## src/design/blit_pkg.sv

```systemverilog
package blit_pkg;

    // register offsets
    localparam logic [7:0] OFS_INT_STATUS = 8'h0C;
    localparam logic [7:0] OFS_CTRL_ZERO = 8'h90;
    localparam logic [7:0] OFS_OP_CTRL = 8'h91;
    localparam logic [7:0] OFS_FIRST_SOURCE = 8'h93;
    localparam logic [7:0] OFS_SECOND_SOURCE = 8'h9D;
    localparam logic [7:0] OFS_DESTINATION = 8'hA7;
    localparam logic [7:0] OFS_WIN_WIDTH = 8'hB1;
    localparam logic [7:0] OFS_WIN_HEIGHT = 8'hB3;
    localparam logic [7:0] OFS_FG_COLOUR = 8'hD2;
    localparam logic [7:0] OFS_BG_COLOUR = 8'hD5;
    localparam logic [7:0] OFS_ARRAY_LO = 8'h93;
    localparam logic [7:0] OFS_ARRAY_HI = 8'hD7;
    localparam int ARRAY_N = 69;

    // offsets inside a source or destination group
    localparam logic [7:0] GRP_ADDR = 8'h00;
    localparam logic [7:0] GRP_WIDTH = 8'h04;
    localparam logic [7:0] GRP_X = 8'h06;
    localparam logic [7:0] GRP_Y = 8'h08;

    // field positions
    localparam int CTRL_BUSY_BIT = 4;
    localparam int STS_BUSY_BIT = 3;
    localparam int INT_DONE_BIT = 1;
    localparam int OP_LSB = 0;
    localparam int RASTER_LSB = 4;

    // reset values
    localparam logic [7:0] RST_BYTE = 8'h00;
    localparam logic [23:0] RST_PIXEL = 24'h000000;

    localparam logic [3:0] EXP_LAST_WIDE = 4'hF;
    localparam logic [3:0] EXP_LAST_NARROW = 4'h7;

    typedef enum logic [3:0] {
        OP_HOST_ROP = 4'b0000,
        OP_COPY_ROP = 4'b0010,
        OP_HOST_KEY = 4'b0100,
        OP_COPY_KEY = 4'b0101,
        OP_PAT_ROP = 4'b0110,
        OP_PAT_KEY = 4'b0111,
        OP_HOST_EXP = 4'b1000,
        OP_HOST_EXPK = 4'b1001,
        OP_COPY_BLEND = 4'b1010,
        OP_HOST_BLEND = 4'b1011,
        OP_SOLID = 4'b1100,
        OP_COPY_EXP = 4'b1110,
        OP_COPY_EXPK = 4'b1111
    } op_t;

    typedef enum logic [2:0] {
        S_IDLE = 3'b000,
        S_HOST = 3'b001,
        S_RD0 = 3'b010,
        S_RD1 = 3'b011,
        S_WR = 3'b100,
        S_NEXT = 3'b101
    } state_t;

    typedef struct packed {
        logic [31:0] addr;
        logic [15:0] width;
        logic [15:0] x;
        logic [15:0] y;
    } block_t;

    typedef struct packed {
        logic we;
        logic [31:0] addr;
        logic [23:0] wdata;
    } mem_cmd_t;

endpackage : blit_pkg

```

## src/design/block_transfer_engine.sv

```systemverilog
`timescale 1ns/1ns
//Contract
//- op 0000 host write with raster; 0010 memory copy with raster.
//- op 0100 host write keyed, 0101 copy keyed, no raster.
//- op 0110 pattern fill with raster; 0111 pattern fill keyed.
//- ops 1000, 1001, 1110, 1111 colour-expand monochrome source, no raster.
//- op 1010 blends two memory sources; 1011 blends host and memory.
//- op 1100 solid fill; other codes reserved, host must not use.
//- upper four bits pick raster; 0000 gives zeros, 1111 ones.
//- raster 1100 passes first source; 1110 ORs both sources.
//- raster 0001 to 0110: NOR, ~A&B, ~A, A&~B, ~B, XOR.
//- raster 0111 to 1101: NAND, AND, XNOR, B, ~A|B, A|~B.
//- first source host or memory; second memory only; results to memory.
//- expansion start bit from raster field; 0-15 wide, 0-7 narrow; ops 1110 and 1111 take bit 0 of each memory word instead.
//- busy until done, on control zero bit 4 and status bit 3.
//- completion drives active-low interrupt; cause in interrupt status.
//- sources and destination walked as window-sized rectangles; pattern ops walk the first source as an 8x8 tile.
//- keyed: skip write when source equals background, else write it.
//- expansion: one bit gives foreground, zero gives background colour; ops 1001 and 1111 skip the write on a zero bit instead.
module block_transfer_engine
    import blit_pkg::*;
(
    // clock and reset
    input wire logic clk_sys,
    input wire logic rst,
    // register port
    input wire logic [7:0] reg_addr,
    input wire logic [7:0] reg_wdata,
    input wire logic reg_wr,
    input wire logic reg_rd,
    output logic [7:0] reg_rdata_q,
    // host pixel data
    input wire logic host_bus_16,
    input wire logic host_pix_valid,
    input wire logic [23:0] host_pix_data,
    output logic host_ready_q,
    // display memory
    output logic mem_req_q,
    output mem_cmd_t mem_cmd_q,
    input wire logic mem_ack,
    input wire logic [23:0] mem_rdata,
    // status and interrupt
    output logic [7:0] main_status_q,
    output logic int_n_q
);

    logic [7:0] regs_q [ARRAY_N];
    logic [7:0] ctrl_zero_q;
    logic [7:0] op_ctrl_q;
    logic done_flag_q;
    logic busy_q;
    state_t state_q;
    op_t op_q;
    logic [3:0] rop_q;
    logic [15:0] row_q;
    logic [15:0] col_q;
    logic [23:0] s0_q;
    logic [23:0] s1_q;
    logic [15:0] exp_word_q;
    logic [3:0] exp_bit_q;
    logic exp_have_q;
    logic exp_cur_q;

    block_t src0, src1, dst;
    logic [15:0] win_w, win_h;
    logic [23:0] fg, bg, res, rop_out;
    logic skip, start_hit, start_ok, last_px, take;
    logic [3:0] exp_last;

    function automatic logic [7:0] byte_at(input logic [7:0] ofs);
        logic [7:0] idx;
        idx = ofs - OFS_ARRAY_LO;
        return regs_q[idx[6:0]];
    endfunction : byte_at

    function automatic block_t grp(input logic [7:0] b);
        block_t g;
        g.addr = {byte_at(b + GRP_ADDR + 8'h03), byte_at(b + GRP_ADDR + 8'h02),
                  byte_at(b + GRP_ADDR + 8'h01), byte_at(b + GRP_ADDR)};
        g.width = {byte_at(b + GRP_WIDTH + 8'h01), byte_at(b + GRP_WIDTH)};
        g.x = {byte_at(b + GRP_X + 8'h01), byte_at(b + GRP_X)};
        g.y = {byte_at(b + GRP_Y + 8'h01), byte_at(b + GRP_Y)};
        return g;
    endfunction : grp

    function automatic logic [23:0] colour_at(input logic [7:0] b);
        return {byte_at(b), byte_at(b + 8'h01), byte_at(b + 8'h02)};
    endfunction : colour_at

    // pixel address inside a rectangle
    function automatic logic [31:0] pix_addr(input block_t g,
                                             input logic [15:0] r,
                                             input logic [15:0] c);
        logic [31:0] yy;
        logic [31:0] xx;
        logic [63:0] prod;
        yy = 32'(g.y) + 32'(r);
        xx = 32'(g.x) + 32'(c);
        prod = yy * 32'(g.width);
        return g.addr + prod[31:0] + xx;
    endfunction : pix_addr

    function automatic logic is_valid(input logic [3:0] o);
        return !(o == 4'b0001 || o == 4'b0011 || o == 4'b1101);
    endfunction : is_valid

    function automatic logic host_src(input op_t o);
        return o inside {OP_HOST_ROP, OP_HOST_KEY, OP_HOST_EXP,
                         OP_HOST_EXPK, OP_HOST_BLEND};
    endfunction : host_src

    function automatic logic mem_src(input op_t o);
        return o inside {OP_COPY_ROP, OP_COPY_KEY, OP_PAT_ROP, OP_PAT_KEY,
                         OP_COPY_BLEND, OP_COPY_EXP, OP_COPY_EXPK};
    endfunction : mem_src

    function automatic logic needs_s1(input op_t o);
        return o inside {OP_HOST_ROP, OP_COPY_ROP, OP_PAT_ROP,
                         OP_COPY_BLEND, OP_HOST_BLEND};
    endfunction : needs_s1

    function automatic logic is_exp(input op_t o);
        return o inside {OP_HOST_EXP, OP_HOST_EXPK};
    endfunction : is_exp

    function automatic state_t first_state(input op_t o);
        if (host_src(o)) begin
            return S_HOST;
        end else if (mem_src(o)) begin
            return S_RD0;
        end
        return S_WR;
    endfunction : first_state

    function automatic logic [23:0] blend(input logic [23:0] a,
                                          input logic [23:0] b);
        logic [23:0] r;
        logic [8:0] s;
        r = RST_PIXEL;
        for (int k = 0; k < 3; k++) begin
            s = {1'b0, a[k*8 +: 8]} + {1'b0, b[k*8 +: 8]};
            r[k*8 +: 8] = s[8:1];
        end
        return r;
    endfunction : blend

    raster_unit u_raster (
        .a(s0_q),
        .b(s1_q),
        .code(rop_q),
        .y(rop_out)
    );

    always_comb begin
        src0 = grp(OFS_FIRST_SOURCE);
        src1 = grp(OFS_SECOND_SOURCE);
        dst = grp(OFS_DESTINATION);
        win_w = {byte_at(OFS_WIN_WIDTH + 8'h01), byte_at(OFS_WIN_WIDTH)};
        win_h = {byte_at(OFS_WIN_HEIGHT + 8'h01), byte_at(OFS_WIN_HEIGHT)};
        fg = colour_at(OFS_FG_COLOUR);
        bg = colour_at(OFS_BG_COLOUR);
        exp_last = host_bus_16 ? EXP_LAST_WIDE : EXP_LAST_NARROW;
        start_hit = state_q == S_IDLE && reg_wr && reg_addr == OFS_CTRL_ZERO
                    && reg_wdata[CTRL_BUSY_BIT];
        start_ok = start_hit && is_valid(op_ctrl_q[OP_LSB +: 4])
                   && win_w != 16'h0000 && win_h != 16'h0000;
        last_px = state_q == S_NEXT && col_q + 16'h0001 == win_w
                  && row_q + 16'h0001 == win_h;
        take = state_q == S_HOST && host_ready_q && host_pix_valid;
    end

    always_comb begin
        res = fg;
        skip = 1'b0;
        unique case (op_q)
            OP_HOST_ROP, OP_COPY_ROP, OP_PAT_ROP: res = rop_out;
            OP_HOST_KEY, OP_COPY_KEY, OP_PAT_KEY: begin
                res = s0_q;
                skip = s0_q == bg;
            end
            OP_HOST_EXP, OP_COPY_EXP: res = exp_cur_q ? fg : bg;
            OP_HOST_EXPK, OP_COPY_EXPK: skip = !exp_cur_q;
            OP_COPY_BLEND, OP_HOST_BLEND: res = blend(s0_q, s1_q);
            OP_SOLID: res = fg;
            default: res = fg;
        endcase
    end

    // register storage
    always_ff @(posedge clk_sys or posedge rst) begin
        if (rst) begin
            for (int i = 0; i < ARRAY_N; i++) begin
                regs_q[i] <= RST_BYTE;
            end
            ctrl_zero_q <= RST_BYTE;
            op_ctrl_q <= RST_BYTE;
        end else if (reg_wr) begin
            if (reg_addr == OFS_CTRL_ZERO) begin
                ctrl_zero_q <= reg_wdata;
            end else if (reg_addr == OFS_OP_CTRL) begin
                op_ctrl_q <= reg_wdata;
            end else if (reg_addr >= OFS_ARRAY_LO
                         && reg_addr <= OFS_ARRAY_HI) begin
                regs_q[7'(reg_addr - OFS_ARRAY_LO)] <= reg_wdata;
            end
        end
    end

    // read data
    always_ff @(posedge clk_sys or posedge rst) begin
        if (rst) begin
            reg_rdata_q <= RST_BYTE;
        end else if (reg_rd) begin
            if (reg_addr == OFS_CTRL_ZERO) begin
                reg_rdata_q <= {ctrl_zero_q[7:5], busy_q, ctrl_zero_q[3:0]};
            end else if (reg_addr == OFS_OP_CTRL) begin
                reg_rdata_q <= op_ctrl_q;
            end else if (reg_addr == OFS_INT_STATUS) begin
                reg_rdata_q <= 8'(done_flag_q) << INT_DONE_BIT;
            end else if (reg_addr >= OFS_ARRAY_LO
                         && reg_addr <= OFS_ARRAY_HI) begin
                reg_rdata_q <= regs_q[7'(reg_addr - OFS_ARRAY_LO)];
            end else begin
                reg_rdata_q <= RST_BYTE;
            end
        end
    end

    // busy, completion flag, interrupt and status
    always_ff @(posedge clk_sys or posedge rst) begin
        if (rst) begin
            busy_q <= 1'b0;
            done_flag_q <= 1'b0;
            int_n_q <= 1'b1;
            main_status_q <= RST_BYTE;
        end else begin
            busy_q <= start_ok || (busy_q && !last_px);
            main_status_q <= 8'(start_ok || (busy_q && !last_px))
                             << STS_BUSY_BIT;
            // set wins over a write-one clear
            if (last_px || (start_hit && !start_ok)) begin
                done_flag_q <= 1'b1;
                int_n_q <= 1'b0;
            end else if (reg_wr && reg_addr == OFS_INT_STATUS
                         && reg_wdata[INT_DONE_BIT]) begin
                done_flag_q <= 1'b0;
                int_n_q <= 1'b1;
            end
        end
    end

    // host data request
    always_ff @(posedge clk_sys or posedge rst) begin
        if (rst) begin
            host_ready_q <= 1'b0;
        end else begin
            host_ready_q <= state_q == S_HOST && !take
                            && !(is_exp(op_q) && exp_have_q);
        end
    end

    // block walk
    always_ff @(posedge clk_sys or posedge rst) begin
        if (rst) begin
            state_q <= S_IDLE;
            op_q <= OP_HOST_ROP;
            rop_q <= 4'h0;
            row_q <= 16'h0000;
            col_q <= 16'h0000;
            s0_q <= RST_PIXEL;
            s1_q <= RST_PIXEL;
            exp_word_q <= 16'h0000;
            exp_bit_q <= 4'h0;
            exp_have_q <= 1'b0;
            exp_cur_q <= 1'b0;
            mem_req_q <= 1'b0;
            mem_cmd_q <= '0;
        end else begin
            unique case (state_q)
                S_IDLE: if (start_ok) begin
                    op_q <= op_t'(op_ctrl_q[OP_LSB +: 4]);
                    rop_q <= op_ctrl_q[RASTER_LSB +: 4];
                    exp_bit_q <= op_ctrl_q[RASTER_LSB +: 4];
                    exp_have_q <= 1'b0;
                    row_q <= 16'h0000;
                    col_q <= 16'h0000;
                    state_q <= first_state(op_t'(op_ctrl_q[OP_LSB +: 4]));
                end
                S_HOST: if (is_exp(op_q) && exp_have_q) begin
                    exp_cur_q <= exp_word_q[exp_bit_q];
                    if (exp_bit_q >= exp_last) begin
                        exp_bit_q <= rop_q;
                        exp_have_q <= 1'b0;
                    end else begin
                        exp_bit_q <= exp_bit_q + 4'h1;
                    end
                    state_q <= S_WR;
                end else if (take) begin
                    if (is_exp(op_q)) begin
                        exp_word_q <= host_pix_data[15:0];
                        exp_have_q <= 1'b1;
                    end else begin
                        s0_q <= host_pix_data;
                        state_q <= needs_s1(op_q) ? S_RD1 : S_WR;
                    end
                end
                S_RD0: if (mem_ack) begin
                    mem_req_q <= 1'b0;
                    s0_q <= mem_rdata;
                    exp_cur_q <= mem_rdata[0];
                    state_q <= needs_s1(op_q) ? S_RD1 : S_WR;
                end else if (!mem_req_q) begin
                    mem_req_q <= 1'b1;
                    mem_cmd_q.we <= 1'b0;
                    mem_cmd_q.addr <= op_q inside {OP_PAT_ROP, OP_PAT_KEY} ?
                        pix_addr(src0, {13'h0000, row_q[2:0]},
                                 {13'h0000, col_q[2:0]}) :
                        pix_addr(src0, row_q, col_q);
                end
                S_RD1: if (mem_ack) begin
                    mem_req_q <= 1'b0;
                    s1_q <= mem_rdata;
                    state_q <= S_WR;
                end else if (!mem_req_q) begin
                    mem_req_q <= 1'b1;
                    mem_cmd_q.we <= 1'b0;
                    mem_cmd_q.addr <= pix_addr(src1, row_q, col_q);
                end
                S_WR: if (mem_ack) begin
                    mem_req_q <= 1'b0;
                    state_q <= S_NEXT;
                end else if (skip && !mem_req_q) begin
                    state_q <= S_NEXT;
                end else if (!mem_req_q) begin
                    mem_req_q <= 1'b1;
                    mem_cmd_q.we <= 1'b1;
                    mem_cmd_q.wdata <= res;
                    mem_cmd_q.addr <= pix_addr(dst, row_q, col_q);
                end
                S_NEXT: begin
                    if (col_q + 16'h0001 == win_w) begin
                        col_q <= 16'h0000;
                        row_q <= row_q + 16'h0001;
                    end else begin
                        col_q <= col_q + 16'h0001;
                    end
                    state_q <= last_px ? S_IDLE : first_state(op_q);
                end
                default: state_q <= S_IDLE;
            endcase
        end
    end
endmodule : block_transfer_engine

```

## src/design/raster_unit.sv

```systemverilog
`timescale 1ns/1ns
module raster_unit (
    // operands and function code
    input wire logic [23:0] a,
    input wire logic [23:0] b,
    input wire logic [3:0] code,
    // result
    output logic [23:0] y
);
    // each bit indexes the code with {a,b}
    always_comb begin
        for (int i = 0; i < 24; i++) begin
            y[i] = code[{a[i], b[i]}];
        end
    end
endmodule : raster_unit

```

## config.mk

```make
export PLATFORM = sky130hd
export DESIGN_NAME = block_transfer_engine
export DESIGN_NICKNAME = d
export VERILOG_FILES = /design/src/design/blit_pkg.sv /design/src/design/block_transfer_engine.sv /design/src/design/raster_unit.sv
export SDC_FILE = /design/constraint.sdc
export NUM_CORES = 2
export LEC_CHECK = 0
export ABC_AREA = 1
export BUFFER_PORTS_ARGS = -buffer_cell sky130_fd_sc_hd__buf_2
export CAP_MARGIN = 20
export CELL_PAD_IN_SITES_DETAIL_PLACEMENT = 1
export CELL_PAD_IN_SITES_GLOBAL_PLACEMENT = 2
export CORE_ASPECT_RATIO = 0.7
export CORE_MARGIN = 2
export CORE_UTILIZATION = 39
export DETAILED_ROUTE_END_ITERATION = 16
export PLACE_DENSITY = 0.88
export SYNTH_ARGS = -nofsm -noshare
export SYNTH_HDL_FRONTEND = slang
export SYNTH_SLANG_ARGS = --single-unit
```

## constraint.sdc

```tcl
create_clock -name clk_sys -period 25.4 [get_ports clk_sys]
set_clock_uncertainty 0.1 [all_clocks]
set_input_delay 0 -clock clk_sys [delete_from_list [all_inputs] [get_ports clk_sys]]
set_output_delay 0 -clock clk_sys [all_outputs]
set_load 0.05 [all_outputs]
```

* After elaboration in Yosys (flattened, before gate mapping) *
Cells that the tools add are included.

word-level totals
  bits in registers = 751
  output and inout port bits = 76
  word-level logic and storage cells = 411

cells by class
  multiply operators = 4
  mux-type cells = 128
  reductions and logical operators = 71
  bitwise operators = 7
  equality and inequality tests = 57
  magnitude comparators = 30
  add/subtract/negate cells = 23

operators with widths
  cell                   count
  $bwmux 552             1
  $mux 57                3
  $mux 33                4
  $add 32x17->32         4
  $add 32x32->32         4
  $mul 17x16->32         4
  $mux 24                5
  $add 16x16->17         6
  $pmux 33 s3            1
  $pmux 24 s4            1
  $lt 2x3->1 const B     24
  $pmux 16 s2            2
  $bmux 8 s7             1
  $demux 8 s7            1
  $mux 8                 7
  $eq 4x4->1 const B     13
  $bmux 1 s2             24
  $mux 16                3
  $mux 3                 16
  $pmux 24 s2            1
  $mux 1                 46
  $add 16x3->17          2
  $add 16x1->16 const B  2
  $eq 16x16->1           2
  other kinds (48)       143

* Longest topological paths before layout *
  depth after elaboration = 12
  depth in mapped cells = 44

* Hierarchy *
Synthesis repeated with hierarchy kept, for this count alone.

unflattened totals
  cell total of the unflattened synthesis = 11029
  area, all modules = 83540.1 µm²

by module, submodules not included
  module                 instances  cells each  area an instance (µm²)
  block_transfer_engine  1          10801       82564.2
  raster_unit            1          228         975.9

* Worst setup path before layout *
OpenSTA, ideal clock, no wires.

  path kind = reg2reg
  start point = reg row_q[1]
  end point = reg mem_cmd_q[49] (netlist bit)
  clock period less this slack = 7282 ps
  data arrival time = 7064 ps
  library setup time = 118 ps
  stages on the path, launching flop included = 38
  required time = 25182 ps
  path slack = 18118 ps
  cells stage by stage = dfrtp_1 inv_1 fa_1 inv_1 nand2_1 nand2_1 nand2_1 nand2_1 nand2_1 nand2_1 nand2_1 nand2_1 a31oi_1 xor2_1 clkbuf_1 nor2_1 fa_1 inv_1 (+2 left out) inv_1 fa_1 fa_1 inv_1 fa_1 inv_1 ha_1 a21oi_1 o21ai_0 a21oi_1 nand3_1 nand3_1 nand2_1 or2_2 nand3_1 nand3_1 nand2_1 nand2_1

on the way
  longest elaborated chain between the ends = 8
  elaborated cells between the ends (all ways) = 25
  those cells by class = 12 x add/sub; 4 x mul; 9 x mux

ends and longest elaborated chain
  item                                                    line                                                        text
  start: declaration                                      block_transfer_engine.sv:55                                 logic [15:0] row_q;
  start signal: assignment                                block_transfer_engine.sv:343                                row_q <= row_q + 16'h0001;
  $add 16x16->17 / $add 16x3->17 (equally long branches)  block_transfer_engine.sv:97                                 yy = 32'(g.y) + 32'(r);
  $mul 17x16->32                                          block_transfer_engine.sv:99                                 prod = yy * 32'(g.width);
  $add 32x32->32                                          block_transfer_engine.sv:100                                return g.addr + prod[31:0] + xx;
  $add 32x17->32                                          block_transfer_engine.sv:100
  $mux 57 / $mux 32 (equally long branches)               block_transfer_engine.sv:334, block_transfer_engine.sv:315
  $mux 57 / $mux 33 (equally long branches)               block_transfer_engine.sv:332, block_transfer_engine.sv:312
  $mux 57 / $mux 33 (equally long branches)               block_transfer_engine.sv:329, block_transfer_engine.sv:307
  $pmux 33 s3 (*)                                         block_transfer_engine.sv:279                                unique case (state_q)
  end: declaration                                        block_transfer_engine.sv:39                                 output mem_cmd_t mem_cmd_q,

Every way passes the cells marked *; elsewhere a longest branch is shown, timed or not. The select of a mux whose other input is x is not followed.
A chain may end at the register's enable or synchronous reset.

* Worst setup path in the final report *
  start point = reg row_q[0]
  end point = reg mem_cmd_q[47] (netlist bit)

The elaborated chain is that of the path after synthesis.

==> flow_summary.html <==
<table>
<tr><th>Metric</th><th>Value</th></tr>
<tr><th colspan="2">Clock tree</th></tr>
<tr><td>Clock transition time at the flip-flop clock pins of the worst setup and hold paths</td><td>0.07 ns</td></tr>
<tr><td>Post-cts hold buffer count</td><td>119</td></tr>
<tr><td>Cts repair resizes</td><td>0</td></tr>
<tr><td>Depth of the CTS H-tree</td><td>3</td></tr>
<tr><td>Setup Fix Bufs, Post-CTS</td><td>0</td></tr>
<tr><td>Max Root-Sink Buffers</td><td>3</td></tr>
<tr><td>Worst-Skew Late Latency</td><td>0.76 ns</td></tr>
<tr><td>Inserted Clock Buffers</td><td>88</td></tr>
<tr><td>Number of sinks on the clock net</td><td>750</td></tr>
<tr><td>Clock tree from TritonCTS</td><td>yes</td></tr>
<tr><td>Clock Root Buffer</td><td>sky130_fd_sc_hd__clkbuf_16</td></tr>
<tr><th colspan="2">STA</th></tr>
<tr><td>Pins Over Slew Limit</td><td>0</td></tr>
<tr><td>Setup_tns</td><td>0 ns</td></tr>
<tr><td>Hold Worst Slack</td><td>0.0303 ns</td></tr>
<tr><td>Worst Max-Slew Pin Slew</td><td>1.25 ns</td></tr>
<tr><td>Number of hold-slack violations in the final timing report</td><td>0</td></tr>
<tr><td>Unrepaired setup endpoints after global routing</td><td>false</td></tr>
<tr><td>Highest clock frequency the design can meet</td><td>0.102 GHz</td></tr>
<tr><td>Number of failing setup endpoints in the final timing report</td><td>0</td></tr>
<tr><td>Final critical-path share of the clock period</td><td>0.387</td></tr>
<tr><td>Minimum clock period</td><td>9.84 ns</td></tr>
<tr><td>Worst slew slack as a fraction of its limit</td><td>0.159</td></tr>
<tr><th colspan="2">Placed design</th></tr>
<tr><td>Total of buffers placed on input and output ports</td><td>139</td></tr>
<tr><td>Last weighted congestion value of the routability-driven placer</td><td>1.06</td></tr>
<tr><td>Total placed cells including tap cells</td><td>13500</td></tr>
<tr><td>HPWL Detailed</td><td>309 mm</td></tr>
<tr><th colspan="2">Layout</th></tr>
<tr><td>Cell Count, Final, Fillers Out</td><td>13800</td></tr>
<tr><td>Synthesis-to-layout area growth</td><td>9.29%</td></tr>
<tr><td>Nets@finish</td><td>12600</td></tr>
<tr><td>Utilization of the core after routing</td><td>0.430</td></tr>
<tr><td>Ratio of cells with drive above 1 in the final layout</td><td>0.0532</td></tr>
<tr><th colspan="2">Global routing</th></tr>
<tr><td>Global route hottest layer</td><td>met2</td></tr>
<tr><td>Global-route usage over all layers</td><td>0.362</td></tr>
<tr><td>Wire length of the first global-routing pass</td><td>573 mm</td></tr>
<tr><td>Vias in the first global route</td><td>82300</td></tr>
<tr><td>GR Overflow Total</td><td>0</td></tr>
<tr><td>Maximum number of pins on one net before global-route repair</td><td>129</td></tr>
<tr><td>Antenna violations before repair</td><td>32</td></tr>
<tr><td>Met2 routing resource usage after global routing</td><td>0.533</td></tr>
<tr><td>Global routing met3 resource utilization</td><td>0.0869</td></tr>
<tr><td>Met1 global-route usage</td><td>0.518</td></tr>
<tr><th colspan="2">Detailed routing</th></tr>
<tr><td>Post-DRT Antenna Nets</td><td>0</td></tr>
<tr><td>Average wire length per cell after detail routing</td><td>28.4 um</td></tr>
<tr><td>Final routed DRC violation total</td><td>0</td></tr>
<tr><td>Number of vias per cell after detailed routing</td><td>5.65</td></tr>
<tr><td>Vias</td><td>78100</td></tr>
<tr><td>Overall routed net length</td><td>393 mm</td></tr>
<tr><td>Detailed router's first-iteration violation count</td><td>7982</td></tr>
<tr><td>Pre-Repair DR Iteration Count</td><td>6</td></tr>
<tr><th colspan="2">Yosys</th></tr>
<tr><td>Synth Cell Area</td><td>83200 um2</td></tr>
<tr><td>Yosys cell types</td><td>56</td></tr>
<tr><td>Gate Count Post-Synth</td><td>10900</td></tr>
<tr><td>Sequential share of the synthesized area</td><td>0.226</td></tr>
<tr><td>Most instantiated library cell after synthesis</td><td>sky130_fd_sc_hd__nand2_1</td></tr>
<tr><td>Number of synthesized register bits</td><td>750</td></tr>
<tr><td>Primary FF master, synth</td><td>sky130_fd_sc_hd__dfrtp_1</td></tr>
<tr><td>Count of flip-flops with a built-in enable after synthesis</td><td>0</td></tr>
<tr><td>Warnings, synthesis</td><td>0</td></tr>
<tr><td>Leading cell types by total area after synthesis</td><td>sky130_fd_sc_hd__fa_1, sky130_fd_sc_hd__dfrtp_1, sky130_fd_sc_hd__nand2_1</td></tr>
<tr><td>Portion of synthesized cell area occupied by the leading cell type</td><td>0.257</td></tr>
<tr><td>Post-synthesis async set-or-reset flop share</td><td>1.00</td></tr>
<tr><td>Cell taking the most area after synthesis</td><td>sky130_fd_sc_hd__fa_1</td></tr>
<tr><td>Top cells by instance count after synthesis</td><td>sky130_fd_sc_hd__nand2_1, sky130_fd_sc_hd__inv_1, sky130_fd_sc_hd__o21ai_0</td></tr>
<tr><td>Syn avg cell area</td><td>7.61 um2</td></tr>
<tr><th colspan="2">Hold path</th></tr>
<tr><td>Type of the most critical hold path</td><td>in2reg</td></tr>
<tr><th colspan="2">Power</th></tr>
<tr><td>Final Total Pwr</td><td>6.11 mW</td></tr>
<tr><td>Worst ir drop on vdd</td><td>0.0673 mV</td></tr>
<tr><td>Internal cell power</td><td>3.00 mW</td></tr>
<tr><td>Clk pwr share</td><td>0.223</td></tr>
<tr><td>Total power density per cell area</td><td>67.2 nW/um2</td></tr>
<tr><td>Net switching power of the design</td><td>3.11 mW</td></tr>
<tr><td>Static leakage</td><td>44.9 nW</td></tr>
<tr><td>Share of total power consumed by net switching</td><td>0.509</td></tr>
<tr><td>Part of the total power dissipated in sequential elements</td><td>0.258</td></tr>
<tr><td>Combinational group share of total power</td><td>0.519</td></tr>
<tr><th colspan="2">Critical path</th></tr>
<tr><td>Cell type of the slowest stage on the worst timing path</td><td>sky130_fd_sc_hd__fa_1</td></tr>
<tr><td>Arrival time worst endpoint</td><td>10.39 ns</td></tr>
<tr><td>CP endpoint kind</td><td>flop</td></tr>
<tr><td>Critical path class</td><td>reg2reg</td></tr>
<tr><td>Data required, critical path</td><td>25.95 ns</td></tr>
<tr><td>Critical path's most frequent cell</td><td>sky130_fd_sc_hd__nand2_1</td></tr>
<tr><td>Delay of the slowest cell on the worst path</td><td>0.61 ns</td></tr>
<tr><td>Type of origin of the critical path</td><td>flop</td></tr>
<tr><td>Largest fanout on the critical path</td><td>15</td></tr>
<tr><th colspan="2">Floorplanning</th></tr>
<tr><td>Starting Density</td><td>0.393</td></tr>
<tr><td>Core footprint</td><td>212000 um2</td></tr>
<tr><td>Ports placed on the boundary</td><td>147</td></tr>
<tr><td>Die Area</td><td>217000 um2</td></tr>
<tr><td>Number of placement rows</td><td>141</td></tr>
<tr><td>Die width</td><td>556 um</td></tr>
<tr><td>Overall die height</td><td>390 um</td></tr>
<tr><th colspan="2">Flow run</th></tr>
<tr><td>MaxCap Viol Count</td><td>0</td></tr>
<tr><th colspan="2">Run status</th></tr>
<tr><td>Result of the run</td><td>finished, final reports clean</td></tr>
</table>
-- layout make-up --
type | count | area (um2)
Antenna cell | 9 | 22.5
Clock inverter | 36 | 444
Multi-Input combinational cell | 7669 | 55000
Timing Repair Buffer | 393 | 2970
Clock buffer | 124 | 2510
Sequential cell | 750 | 18800
Tap cell | 2788 | 3490
Fill cell | 26000 | 121000
Inverter | 2057 | 7730
-- metal layers --
| metal | part of all wire | wire length [um] |
|---|---|---|
| met5 | 0.00029 | 114 |
| met4 | 0.037 | 14700 |
| met3 | 0.094 | 37100 |
| met2 | 0.42 | 165000 |
| met1 | 0.45 | 175000 |
-- state kept, by name, indices dropped and copies added, names as in the netlist, 16 cells and up --
name        flops
row_q          16
bg             24
mem_cmd_q      57
fg             24
s1_q           24
s0_q           24
col_q          16
dst            80
exp_word_q     16
regs_q        424
-- worst paths after layout --
kind	startpoint	endpoint	slack, ns	depth (start not counted)
worst max-delay path	row_q[0]	mem_cmd_q[47]	15.56	38
worst min-delay path	mem_rdata[3]	s1_q[3]	0.03	4
worst max register to register	row_q[0]	mem_cmd_q[47]	15.56	38
worst min register to register	mem_cmd_q[56]	mem_cmd_q[56]	0.37	2
max in group asynchronous	rst	regs_q[465]	20.87	8
min in group asynchronous	rst	regs_q[165]	0.49	4
-- critical path: cells and delay by family (launching register included) --
family | cells | cell delay, ns
fa+ha+maj | 9 | 4.38
compound gates | 8 | 1.94
buf+inv | 10 | 1.48
simple gates | 11 | 1.48
flops | 1 | 0.33
-- power groups by stage --
stage / logic (mW) / registers, mW / clock network [mW]
floorplan: 1.70 / 1.62 / 0
global placement: 2.98 / 1.58 / 0
detailed placement: 3.03 / 1.59 / 0
CTS: 3.09 / 1.57 / 1.38
global route: 3.44 / 1.59 / 1.41
finish: 3.17 / 1.58 / 1.36
-- per-stage QoR --
stage,setup WS (ns),cell area (um2)
finish,15.56,90900
global route,15.03,90900
CTS,15.79,90900
detailed placement,15.78,86700
global placement,15.71,86600
floorplan,4.25,83200
-- logic make-up (layout without fill, tap and decap cells) --
family | after synthesis | in the layout | synth area share
adders and majority gates | 1542 | 1542 | 0.328
other | 1 | 16 | 0.0000451
and+or+nand+nor | 4258 | 4258 | 0.207
xor gates and xnor gates | 76 | 76 | 0.00859
AOI/OAI and AO/OA | 1761 | 1761 | 0.113
muxes | 25 | 25 | 0.00329
DFF | 750 | 750 | 0.226
buffers and inverters | 2519 | 2610 | 0.115
-- cell usage in the layout (no fill, tap or decap), types with 10 or more instances in the layout --
| cell | n |
|---|---|
| sky130_fd_sc_hd__clkinv_2 | 14 |
| sky130_fd_sc_hd__ha_1 | 475 |
| sky130_fd_sc_hd__clkbuf_1 | 19 |
| sky130_fd_sc_hd__inv_2 | 27 |
| sky130_fd_sc_hd__fa_1 | 1067 |
| sky130_fd_sc_hd__a21o_1 | 12 |
| sky130_fd_sc_hd__o22ai_1 | 15 |
| sky130_fd_sc_hd__nor4_1 | 13 |
| sky130_fd_sc_hd__o21ai_0 | 1108 |
| sky130_fd_sc_hd__dfrtp_1 | 748 |
| sky130_fd_sc_hd__a21boi_0 | 10 |
| sky130_fd_sc_hd__nor3_1 | 54 |
| sky130_fd_sc_hd__o21bai_1 | 26 |
| sky130_fd_sc_hd__buf_4 | 130 |
| sky130_fd_sc_hd__nand2_2 | 12 |
| sky130_fd_sc_hd__or2_2 | 61 |
| sky130_fd_sc_hd__xor2_1 | 35 |
| sky130_fd_sc_hd__buf_2 | 138 |
| sky130_fd_sc_hd__xnor2_1 | 37 |
| sky130_fd_sc_hd__o31ai_1 | 15 |
| sky130_fd_sc_hd__inv_1 | 2006 |
| sky130_fd_sc_hd__o21a_1 | 11 |
| sky130_fd_sc_hd__nor2_1 | 998 |
| sky130_fd_sc_hd__nand3_1 | 355 |
| sky130_fd_sc_hd__o21ai_1 | 29 |
| sky130_fd_sc_hd__nand4_1 | 124 |
| sky130_fd_sc_hd__nor2_2 | 25 |
| sky130_fd_sc_hd__clkinv_1 | 21 |
| sky130_fd_sc_hd__clkbuf_8 | 18 |
| sky130_fd_sc_hd__mux2_2 | 19 |
| sky130_fd_sc_hd__o211ai_1 | 53 |
| sky130_fd_sc_hd__clkbuf_16 | 88 |
| sky130_fd_sc_hd__nand2_1 | 2589 |
| sky130_fd_sc_hd__a21oi_1 | 395 |
| sky130_fd_sc_hd__dlygate4sd3_1 | 119 |
| sky130_fd_sc_hd__o221ai_1 | 18 |
| sky130_fd_sc_hd__a22oi_1 | 21 |
(Power assumes the default switching activity.)
